**src/rspc_defines.svh**
```systemverilog
// timing counts, mode code and reset address for the reset/standby pin control block
// assumes CORE_CLK at 40 MHz
`ifndef RSPC_DEFINES_SVH
`define RSPC_DEFINES_SVH
`define RSPC_CLK_PERIOD_NS 25
`define RSPC_LOW_POWER_REQUEST_N_LEAD_CYC 10
`define RSPC_WAKE_LEAD_NS 100
`define RSPC_WAKE_LEAD_CYC ((`RSPC_WAKE_LEAD_NS + `RSPC_CLK_PERIOD_NS - 1) / `RSPC_CLK_PERIOD_NS)
`define RSPC_MODE_SINGLE 3'h7
`define RSPC_ADDR_RST 24'h000000
`endif

```
**src/rspc_pkg.sv**
```systemverilog
// types shared by the reset/standby pin control block
// assumes the defines header is compiled alongside
`default_nettype none
package rspc_pkg;
    // bus state of the access in progress
    typedef enum logic [2:0] {RSPC_IDLE, RSPC_T1, RSPC_T2, RSPC_T3,
        RSPC_TW} rspc_bus_t;
    // strobe group, all active low
    typedef struct packed {
        logic as_n;
        logic rd_n;
        logic upper_write_n;
        logic lower_write_n;
    } rspc_strobe_t;
endpackage
`default_nettype wire

```
**src/rspc_top.sv**
```systemverilog
// pin state control for reset, standby and bus release
// assumes the core reports its bus state each CORE_CLK cycle
`include "rspc_defines.svh"
`timescale 1ns/1ps
`default_nettype none
module rspc_top #(
    parameter int ADDR_W = 24,
    parameter int DATA_W = 16,
    parameter int PORT_W = 8,
    parameter int CS_W = 4
) (
    input wire logic CORE_CLK,
    input wire logic ARST_N,
    input wire logic EXTERNAL_CLEAR_N,
    input wire logic LOW_POWER_REQUEST_N,
    input wire logic BUS_REQ_N,
    input wire logic [2:0] MODE,
    input wire logic SW_STANDBY,
    input wire rspc_pkg::rspc_bus_t BUS_STATE,
    input wire logic TWO_STATE_AREA,
    input wire logic [ADDR_W-1:0] CORE_ADDR,
    input wire logic [DATA_W-1:0] CORE_DATA,
    input wire logic CORE_DATA_OE,
    input wire rspc_pkg::rspc_strobe_t CORE_STROBE,
    input wire logic [CS_W-1:0] CORE_CS_N,
    input wire logic [PORT_W-1:0] CORE_PORT_OUT,
    input wire logic [PORT_W-1:0] CORE_PORT_DIR,
    output logic [ADDR_W-1:0] ADDR_O,
    output logic ADDR_OE,
    output logic UPPER_ADDR_OE,
    output logic [DATA_W-1:0] DATA_O,
    output logic DATA_OE,
    output rspc_pkg::rspc_strobe_t STROBE_O,
    output logic STROBE_OE,
    output logic [CS_W-1:0] CS_N_O,
    output logic CS_OE,
    output logic [PORT_W-1:0] PORT_O,
    output logic [PORT_W-1:0] PORT_OE,
    output logic BUS_GRANT,
    output logic IN_RESET
);
    initial begin
        if (ADDR_W < 5 || DATA_W < 8 || CS_W < 1 || PORT_W < 1) begin
            $error("rspc_top: unsupported width");
        end
    end

    // ---------------------------------------------------------------
    // synchronisers; reset is sampled on the falling clock edge
    // ---------------------------------------------------------------
    logic clr_s1_r, clr_s2_r, low_power_request_n_s1_r, low_power_request_n_s2_r, breq_s1_r, breq_s2_r;
    always_ff @(negedge CORE_CLK or negedge ARST_N) begin
        if (!ARST_N) begin
            clr_s1_r <= 1'b1;
            clr_s2_r <= 1'b1;
        end else begin
            clr_s1_r <= EXTERNAL_CLEAR_N;
            clr_s2_r <= clr_s1_r;
        end
    end
    always_ff @(posedge CORE_CLK or negedge ARST_N) begin
        if (!ARST_N) begin
            low_power_request_n_s1_r <= 1'b1;
            low_power_request_n_s2_r <= 1'b1;
            breq_s1_r <= 1'b1;
            breq_s2_r <= 1'b1;
        end else begin
            low_power_request_n_s1_r <= LOW_POWER_REQUEST_N;
            low_power_request_n_s2_r <= low_power_request_n_s1_r;
            breq_s1_r <= BUS_REQ_N;
            breq_s2_r <= breq_s1_r;
        end
    end

    // ---------------------------------------------------------------
    // decode
    // ---------------------------------------------------------------
    function automatic logic mode_expanded_hi(input logic [2:0] m);
        return (m == 3'h3) || (m == 3'h4) || (m == 3'h6);
    endfunction

    wire logic rst_now = !clr_s2_r;
    wire logic hw_low_power_request_n = !low_power_request_n_s2_r;
    wire logic single_chip = (MODE == `RSPC_MODE_SINGLE);
    wire logic grant_ok = !single_chip && !breq_s2_r && !rst_now;
    wire logic hold = SW_STANDBY || BUS_GRANT;
    wire logic exp_hi = mode_expanded_hi(MODE);
    // address kept in T3, in two-state T2; cleared in T1, T2, TW
    wire logic addr_keep = (BUS_STATE == rspc_pkg::RSPC_T3) ||
        (TWO_STATE_AREA && BUS_STATE == rspc_pkg::RSPC_T2);
    wire rspc_pkg::rspc_strobe_t strobe_idle = '{1'b1, 1'b1, 1'b1, 1'b1};

    // ---------------------------------------------------------------
    // reset tracking: address clears half a state after sampling
    // ---------------------------------------------------------------
    logic rst_r, keep_r;
    logic rst_nxt, keep_nxt;
    assign rst_nxt = rst_now;
    // keep latches at reset entry and lasts while the state stays T2 or T3
    assign keep_nxt = rst_now && (rst_r ? keep_r &&
        (BUS_STATE == rspc_pkg::RSPC_T3 || BUS_STATE == rspc_pkg::RSPC_T2)
        : addr_keep);
    always_ff @(posedge CORE_CLK or negedge ARST_N) begin
        if (!ARST_N) begin
            rst_r <= 1'b0;
            keep_r <= 1'b0;
        end else begin
            rst_r <= rst_nxt;
            keep_r <= keep_nxt;
        end
    end

    // ---------------------------------------------------------------
    // pin drive
    // ---------------------------------------------------------------
    always_ff @(posedge CORE_CLK or negedge ARST_N) begin
        if (!ARST_N) begin
            ADDR_O <= ADDR_W'(`RSPC_ADDR_RST);
            ADDR_OE <= 1'b1;
            UPPER_ADDR_OE <= 1'b0;
            DATA_O <= '0;
            DATA_OE <= 1'b0;
            STROBE_O <= '{1'b1, 1'b1, 1'b1, 1'b1};
            STROBE_OE <= 1'b1;
            CS_N_O <= '1;
            CS_OE <= 1'b0;
            PORT_O <= '0;
            PORT_OE <= '0;
            BUS_GRANT <= 1'b0;
            IN_RESET <= 1'b1;
        end else if (hw_low_power_request_n) begin
            ADDR_OE <= 1'b0;
            UPPER_ADDR_OE <= 1'b0;
            DATA_OE <= 1'b0;
            STROBE_OE <= 1'b0;
            CS_OE <= 1'b0;
            PORT_OE <= '0;
            BUS_GRANT <= 1'b0;
            IN_RESET <= rst_now;
        end else if (rst_now) begin
            PORT_OE <= '0;
            STROBE_O <= strobe_idle;
            STROBE_OE <= 1'b1;
            DATA_OE <= 1'b0;
            CS_OE <= 1'b0;
            BUS_GRANT <= 1'b0;
            IN_RESET <= 1'b1;
            ADDR_OE <= 1'b1;
            if (!(rst_r ? keep_r : addr_keep)) begin
                ADDR_O <= ADDR_W'(`RSPC_ADDR_RST);
            end
        end else if (hold) begin
            // inputs and data float; address and strobes are driven, or float once the bus is granted;
            // in modes 3, 4 and 6 chip selects go high and upper address floats; other outputs keep their last level
            PORT_OE <= PORT_OE & CORE_PORT_DIR;
            DATA_OE <= 1'b0;
            STROBE_OE <= !BUS_GRANT;
            CS_N_O <= exp_hi ? '1 : CS_N_O;
            UPPER_ADDR_OE <= exp_hi ? 1'b0 : UPPER_ADDR_OE;
            ADDR_OE <= !BUS_GRANT;
            BUS_GRANT <= grant_ok;
            IN_RESET <= 1'b0;
        end else begin
            ADDR_O <= CORE_ADDR;
            ADDR_OE <= !single_chip;
            UPPER_ADDR_OE <= exp_hi;
            DATA_O <= CORE_DATA;
            DATA_OE <= CORE_DATA_OE && !single_chip;
            STROBE_O <= CORE_STROBE;
            STROBE_OE <= !single_chip;
            CS_N_O <= CORE_CS_N;
            CS_OE <= exp_hi;
            PORT_O <= CORE_PORT_OUT;
            PORT_OE <= CORE_PORT_DIR;
            BUS_GRANT <= grant_ok;
            IN_RESET <= 1'b0;
        end
    end
endmodule // rspc_top
`default_nettype wire

```
**config.mk**
```make
export PLATFORM = sky130hd
export DESIGN_NAME = rspc_top
export DESIGN_NICKNAME = d
export VERILOG_FILES = /design/src/rspc_pkg.sv /design/src/rspc_top.sv
export VERILOG_INCLUDE_DIRS = /design/src
export SDC_FILE = /design/constraint.sdc
export NUM_CORES = 1
export LEC_CHECK = 0
export BUFFER_PORTS_ARGS = -buffer_cell sky130_fd_sc_hd__buf_2
export CAP_MARGIN = 25
export CORE_MARGIN = 3
export CORE_UTILIZATION = 42
export DETAILED_ROUTE_END_ITERATION = 6
export HOLD_SLACK_MARGIN = 0.08
export PLACE_DENSITY = 0.88
export SYNTH_ARGS = -nofsm -noshare
export SYNTH_HDL_FRONTEND = slang
export SYNTH_SLANG_ARGS = --single-unit
```
**constraint.sdc**
```tcl
create_clock -name CORE_CLK -period 1.5 [get_ports CORE_CLK]
set_input_delay 0.3 -clock CORE_CLK [delete_from_list [all_inputs] [get_ports CORE_CLK]]
set_output_delay 0.3 -clock CORE_CLK [all_outputs]
set_load 0.02 [all_outputs]
```
After elaboration in Yosys (flattened, before gate mapping)
Cells that the tools add are included.
{"block": "classes", "muxes": 29, "eq_ne": 12, "reduce_logical": 20, "bitwise_logic": 2}
{"operator": "2-to-1 mux 24 bit", "count": 3}
{"operator": "2-to-1 mux 8 bit", "count": 3}
{"operator": "2-to-1 mux 1 bit", "count": 19}
{"operator": "2-to-1 mux 4 bit", "count": 4}
{"operator": "equality test 3 x 2 -> 1 bit (second input constant)", "count": 3}
{"operator": "equality test 3 bit (second input constant)", "count": 3}
{"operator": "AND reduction 3 bit", "count": 3}
{"operator": "AND 8 bit", "count": 1}
{"operator": "logical AND 1 bit", "count": 6}
{"operator": "!= test 2 bit (second input constant)", "count": 3}
{"operator": "logical OR 1 bit", "count": 5}
{"operator": "zero test 1 bit", "count": 4}
{"operator": "AND reduction 2 bit", "count": 2}
{"operator": "!= test 3 x 2 -> 1 bit (second input constant)", "count": 1}
{"operator": "!= test 3 bit (second input constant)", "count": 1}
{"operator": "!= test 2 x 1 -> 1 bit (second input constant)", "count": 1}
{"operator": "NOT 1 bit", "count": 1}
{"block": "totals", "word_cells": 86, "in_bits": 78, "out_inout_bits": 71, "regBits": 78}

Longest topological paths before layout
Gate-level depths: netlist (run 1).
{"block": "depth", "depth_word": 7, "ltp_mapped": 5, "ltp_nobuf": 3}

==> results.yml, run 1 <==
final_layout:
  post-route-util_pct: 63.9
  antenna_cells: 0
  drive_above_1_share_pct: 59.8
  areaGrowthSynthToFinish_pct: 44.4
  nNetsFinal: 496
  design_area_um2: 4740
drt:
  drt-pass1-iter-count: 4
  drcViolationCount: 0
  drt_first_iter_violations: 110
  final_antenna_net_count: 0
  via_count: 2661
  vias_per_cell: 5.10
  avgRoutedWirePerCell_um: 16.0
  wirelength_um: 8350
floorplan:
  chipHeight_um: 94.4
  die_w_um: 94.4
  start_util_pct: 44.3
  core_um2: 7410
  die-area_um2: 8910
  ios: 149
  rows: 31
clock_network:
  htreeDepth: 3
  cts.sinks: 78
  cts_buffers: 9
  clkLatencyLatePin_ns: 0.37
  path_clk_slew_ns: 0.08
  clockBufferDepth: 2
  clockRootBuffer: "clkbuf_8"
  cts_tree: "yes"
synthesis:
  synth.cell_area_um2: 3280
  synth_simple_gate_area_share_pct: 4.77
  synth_xor_area_share_pct: 0
  synth_compound_area_share_pct: 13.3
  synth-edff-count: 0
  ys_seq_area_share_pct: 60.1
  ys_warn_count: 0
  synth_fa_ha_area_share_pct: 0
  avgSynthCellArea_um2: 13.2
  syn_nets: 326
  synth_top_family_by_area: "multiplexers"
  synth_ff_type: "dfrtp_1"
  synth_cell_types: 37
  syn_inst: 248
  synth_mux_area_share_pct: 15.6
  ys_seq_elements: 78
  async_flop_share_pct: 100
run_status:
  violations: "negative setup slack"
  outcome: "complete, but fails checks"
power:
  ir_worst_vdd_v: 0.000715
  p_per_area_nw_per_um2: 1300
  p_leak_nw: 2.52
worst_setup_path:
  path_cells: "nand4bb_4 -> buf_12 -> mux2_2"
  crit_type: "reg -> reg"
  crit_arrival_ns: 2.36
  startpoint_type: "flip-flop"
  critPathMaxFanout: 14
  max_stage_delay_ns: 0.57
  slowest_stage: "dfstp_2"
  end_kind: "flip-flop"
  critical_path_required_ns: 1.72
global_routing:
  grt_pass1_vias: 2636
  track_usage_pct: 18.9
  grt_max_degree: 73
  grt_overflow: 0
  grt_pass1_wl_um: 13000
  antenna_found_initial: 0
timing:
  skew_ns: 0.0401
  slew_headroom_pct: 74.8
  slew_violations: 0
  tightest_slew_ns: 0.378
  setup_violations: 72
  hold_violations: 0
  finalSetupTns_ns: -41.12
  layout_setup_ws_ns: -0.643
  rsz0062_at_grt: "yes"
place:
  gp_congestion: 0.712
  io_buffers: 148
  postPlaceCellArea_um2: 4280
  place_hpwl_um: 5870
hold_path:
  hold_class: "in -> reg"
run:
  maxCapViolations: 0
-- synth_stat cells, types with 3 or more instances --
cell type	number	area, um2
o22ai_1	4	25.0
nand2b_1	4	25.0
mux2i_1	24	240
o211a_1	8	80.1
dfrtp_1	62	1550
a21oi_1	5	25.0
clkbuf_1	4	15.0
dfstp_2	16	420
o22a_1	4	35.0
nor2_1	6	22.5
inv_1	26	97.6
o32ai_1	24	210
buf_6	3	33.8
mux2_2	24	270
buf_2	8	40.0
-- kinds of logic after synthesis --
kind of cell / Yosys count
AO/OA/AOI/OAI: 53
flip-flops: 78
buffers and inverters: 44
AND/OR/NAND/NOR: 25
multiplexers: 48
-- worst paths after layout --
path | start | slack, ns | cells past startpoint | endpoint
max in group asynchronous | ARST_N | 0.20 | 2 | clr_s2_r
hold reg to reg | clr_s1_r | 0.35 | 0 | clr_s2_r
setup reg to reg | clr_s2_r | -0.64 | 3 | DATA_O[4]
hold / removal | CORE_DATA[3] | 0.19 | 2 | DATA_O[3]
min in group asynchronous | ARST_N | 0.55 | 2 | low_power_request_n_s1_r
setup / recovery | clr_s2_r | -0.64 | 3 | DATA_O[4]
-- layer usage --
layer	part of all wire, %	track usage (%)	vias to the layer above
li1	-	-	1237
met1	40	22.2	1315
met2	53	33.7	103
met3	6.9	5.02	6
met4	0.85	5.54	0
met5	0	0	-
-- where the power goes --
group	internal (mW)	switching (mW)	total (mW)	leakage [nW]
Clock	0.823	0.729	1.55	0.109
Sequential	2.50	0.241	2.74	0.933
Combinational	0.811	1.04	1.85	1.48
Total	4.13	2.01	6.14	2.52
-- cell type report --
type                    instances  area (um2)
clock inverters                 5        50.0
well taps                      99         124
inverters                      26         100
flip-flops and latches         78        1970
multi-input cells             126        1280
fillers                       583        2670
repair buffers                175        1060
clock buffers                  13         149
-- stage by stage --
step	hold WS, ns	worst slack [ns]	instances	power (mW)
2_1_floorplan	0.00441	-0.574	248	3.78
3_5_place_dp	0.340	-0.626	497	4.49
3_3_place_gp	0.337	-0.579	497	4.40
4_1_cts	0.167	-0.628	520	6.16
6_report	0.186	-0.643	522	6.15
5_1_grt	0.161	-0.693	522	6.50
-- what timing repair did --
item / in CTS / in global routing
pin swaps: 3 / 1
endpoints found under the hold margin: 10 / 0
setup buffers: 2 / 3
gates cloned: 1 / 0
hold buffers: 3 / 0
gates resized for setup: 23 / 8
endpoints found under the setup margin: 72 / 72
-- critical path: cells and delay by family (launching register included) --
family	cells	cell delay, ns
and+or+nand+nor	1	0.19
buffers and inverters	1	0.21
DFF	1	0.57
muxes	1	0.27
-- state kept, by name, summed over array words and instances, names as in the netlist, 4 cells and up --
register,count
STROBE_O,4
ADDR_O,24
DATA_O,16
PORT_O,8
PORT_OE,8
CS_N_O,4
-- layout by cell type (no fill, tap or decap), drive strengths merged, types with 2 or more instances in the layout --
cell type	synthesis	final
nand3b	2	2
or2	2	2
inv	26	29
dfrtp	62	62
o22ai	4	4
buf	13	172
nand2b	4	4
nor2	6	6
mux2i	24	24
a21boi	2	2
mux2	24	24
o22a	4	4
clkbuf	4	13
a21oi	5	5
dlygate4sd3	0	3
or3b	2	2
dfstp	16	16
o211a	8	8
o32ai	24	24
Note: power is estimated with default switching activity, not from simulation.
==> run 2, diff against run 1 <==
--- a/config.mk
+++ b/config.mk
@@ -8,6 +8,7 @@
 export LEC_CHECK = 0
 export BUFFER_PORTS_ARGS = -buffer_cell sky130_fd_sc_hd__buf_2
 export CAP_MARGIN = 25
+export CORE_ASPECT_RATIO = 2
 export CORE_MARGIN = 3
 export CORE_UTILIZATION = 42
 export DETAILED_ROUTE_END_ITERATION = 6
==> results.yml, run 2 (synthesis gave the netlist of run 1 again) <==
final_layout:
  nNetsFinal: 490
  fin_cells: 511
  layout_commonest_cell: "buf_2"
  antenna_cells: 0
  largest_reg_flops: 24
  top_register: "ADDR_O"
  areaGrowthSynthToFinish_pct: 43.7
  design_area_um2: 4710
  reg_top3: "ADDR_O: 24 flops, DATA_O: 16 flops"
  final_cell_mix: "buf_2, dfrtp_1, inv_1, mux2i_1, mux2_2"
  drive_above_1_share_pct: 57.3
timing:
  slew_violations: 0
  tightest_slew_ns: 0.672
  layout_setup_ws_ns: -0.650
  setup_violations: 72
  rsz0062_at_grt: "yes"
  skew_ns: 0.0565
  hold_violations: 0
  slew_headroom_pct: 55.2
clock_network:
  cts.sinks: 78
  cts_buffers: 9
  clkLatencyLatePin_ns: 0.38
  post_cts_buffers: 0
  clockBufferDepth: 2
  path_clk_slew_ns: 0.06
  htreeDepth: 3
  clockRootBuffer: "clkbuf_16"
  cts_tree: "yes"
worst_setup_path:
  slowest_stage: "dfstp_2"
  critPathMaxFanout: 24
  reg2regPathDepth: 4
  r2r_slack_ns: -0.65
  critical_path_required_ns: 1.72
  startpoint_type: "flip-flop"
  path_cells: "nand2b_1 -> o21ai_2 -> buf_12 -> o32ai_1"
  end_kind: "flip-flop"
  crit_type: "reg -> reg"
  crit_arrival_ns: 2.37
  max_stage_delay_ns: 0.56
drt:
  dr_wl_met2_um: 4930
  via_count: 2626
  drt-pass1-iter-count: 4
  wirelength_um: 8430
  vias_per_cell: 5.14
  drcViolationCount: 0
  met1_length_um: 2900
  avgRoutedWirePerCell_um: 16.5
  top_layer: "met4"
  met3_length_um: 410
  drt_first_iter_violations: 98
  final_antenna_net_count: 0
hold_path:
  hold_class: "in -> reg"
  hold_depth: 2
global_routing:
  grt_overflow: 0
  track_usage_pct: 18.6
  grt_pass1_vias: 2655
  antenna_found_initial: 0
  grt_max_degree: 55
  grt_pass1_wl_um: 12400
power:
  ir_worst_vdd_v: 0.000837
  p_per_area_nw_per_um2: 1460
  p_total_mw: 6.89
  p_leak_nw: 2.51
place:
  place_hpwl_um: 6200
  gp_congestion: 0.739
  io_buffers: 148
  post-place-cells: 491
  postPlaceCellArea_um2: 4250
run:
  maxCapViolations: 0
floorplan:
  chipHeight_um: 131
  die-area_um2: 8970
  ios: 149
  rows: 45
  start_util_pct: 43.2
  die_w_um: 68.5
  core_um2: 7600
run_status:
  outcome: "complete, but fails checks"
  violations: "negative setup slack"
run 2: cell types whose count changed in the layout (fill, tap and decap cells not counted), sizes merged:
cell and delta:
inv -2, clkbuf -3, buf -6, bufinv +2, clkinv +3
run 2: final cells by class:
cell class / instances / area, um2
well taps: 94 / 118
multi-input cells: 126 / 1210
flip-flops and latches: 78 / 1970
repair buffers: 169 / 975
inverters: 26 / 98.8
clock inverters: 8 / 108
clock buffers: 10 / 229
fillers: 616 / 2890
run 2: report_power, final:
group	leakage, nW	switching (mW)	total, mW	internal, mW
Clock	0.176	0.830	2.38	1.55
Combinational	1.40	1.01	1.77	0.761
Sequential	0.933	0.243	2.74	2.50
run 2: final timing paths:
check | startpoint | to
max | clr_s2_r | ADDR_O[19]
min | CORE_DATA[11] | DATA_O[11]
max reg2reg | clr_s2_r | ADDR_O[19]
min reg2reg | low_power_request_n_s1_r | low_power_request_n_s2_r
max in group asynchronous | ARST_N | clr_s2_r
min in group asynchronous | ARST_N | ADDR_O[6]
run 2: worst max-delay path, delay by kind of cell (launching register included):
family / cells / cell delay (ns)
AO/OA/AOI/OAI: 2 / 0.35
buffers and inverters: 1 / 0.16
AND/OR/NAND/NOR: 1 / 0.16
flip-flops: 1 / 0.56
run 2: through the flow:
stage	utilization [%]	hold WS (ns)	worst slack (ns)	setup TNS [ns]
after floorplan	-	0.00441	-0.574	-31.29
after global placement	56.0	0.335	-0.606	-35.16
after detailed placement	56.0	0.348	-0.641	-37.10
after CTS	62.0	0.187	-0.630	-39.21
after global routing	62.0	0.195	-0.699	-42.89
final	62.0	0.200	-0.650	-39.51
run 2: what timing repair did:
item,in CTS,in global routing
hold endpoints to repair,22,0
resized for setup,14,0
gates cloned,0,0
hold buffers,3,0
setup endpoints to repair,72,72
run 2: routing by layer:
| layer | vias to the layer above | track usage [%] |
|---|---|---|
| li1 | 1227 | - |
| met3 | 15 | 3.34 |
| met2 | 80 | 34.2 |
| met5 | - | 0 |
| met4 | 0 | 9.96 |
| met1 | 1304 | 19.0 |
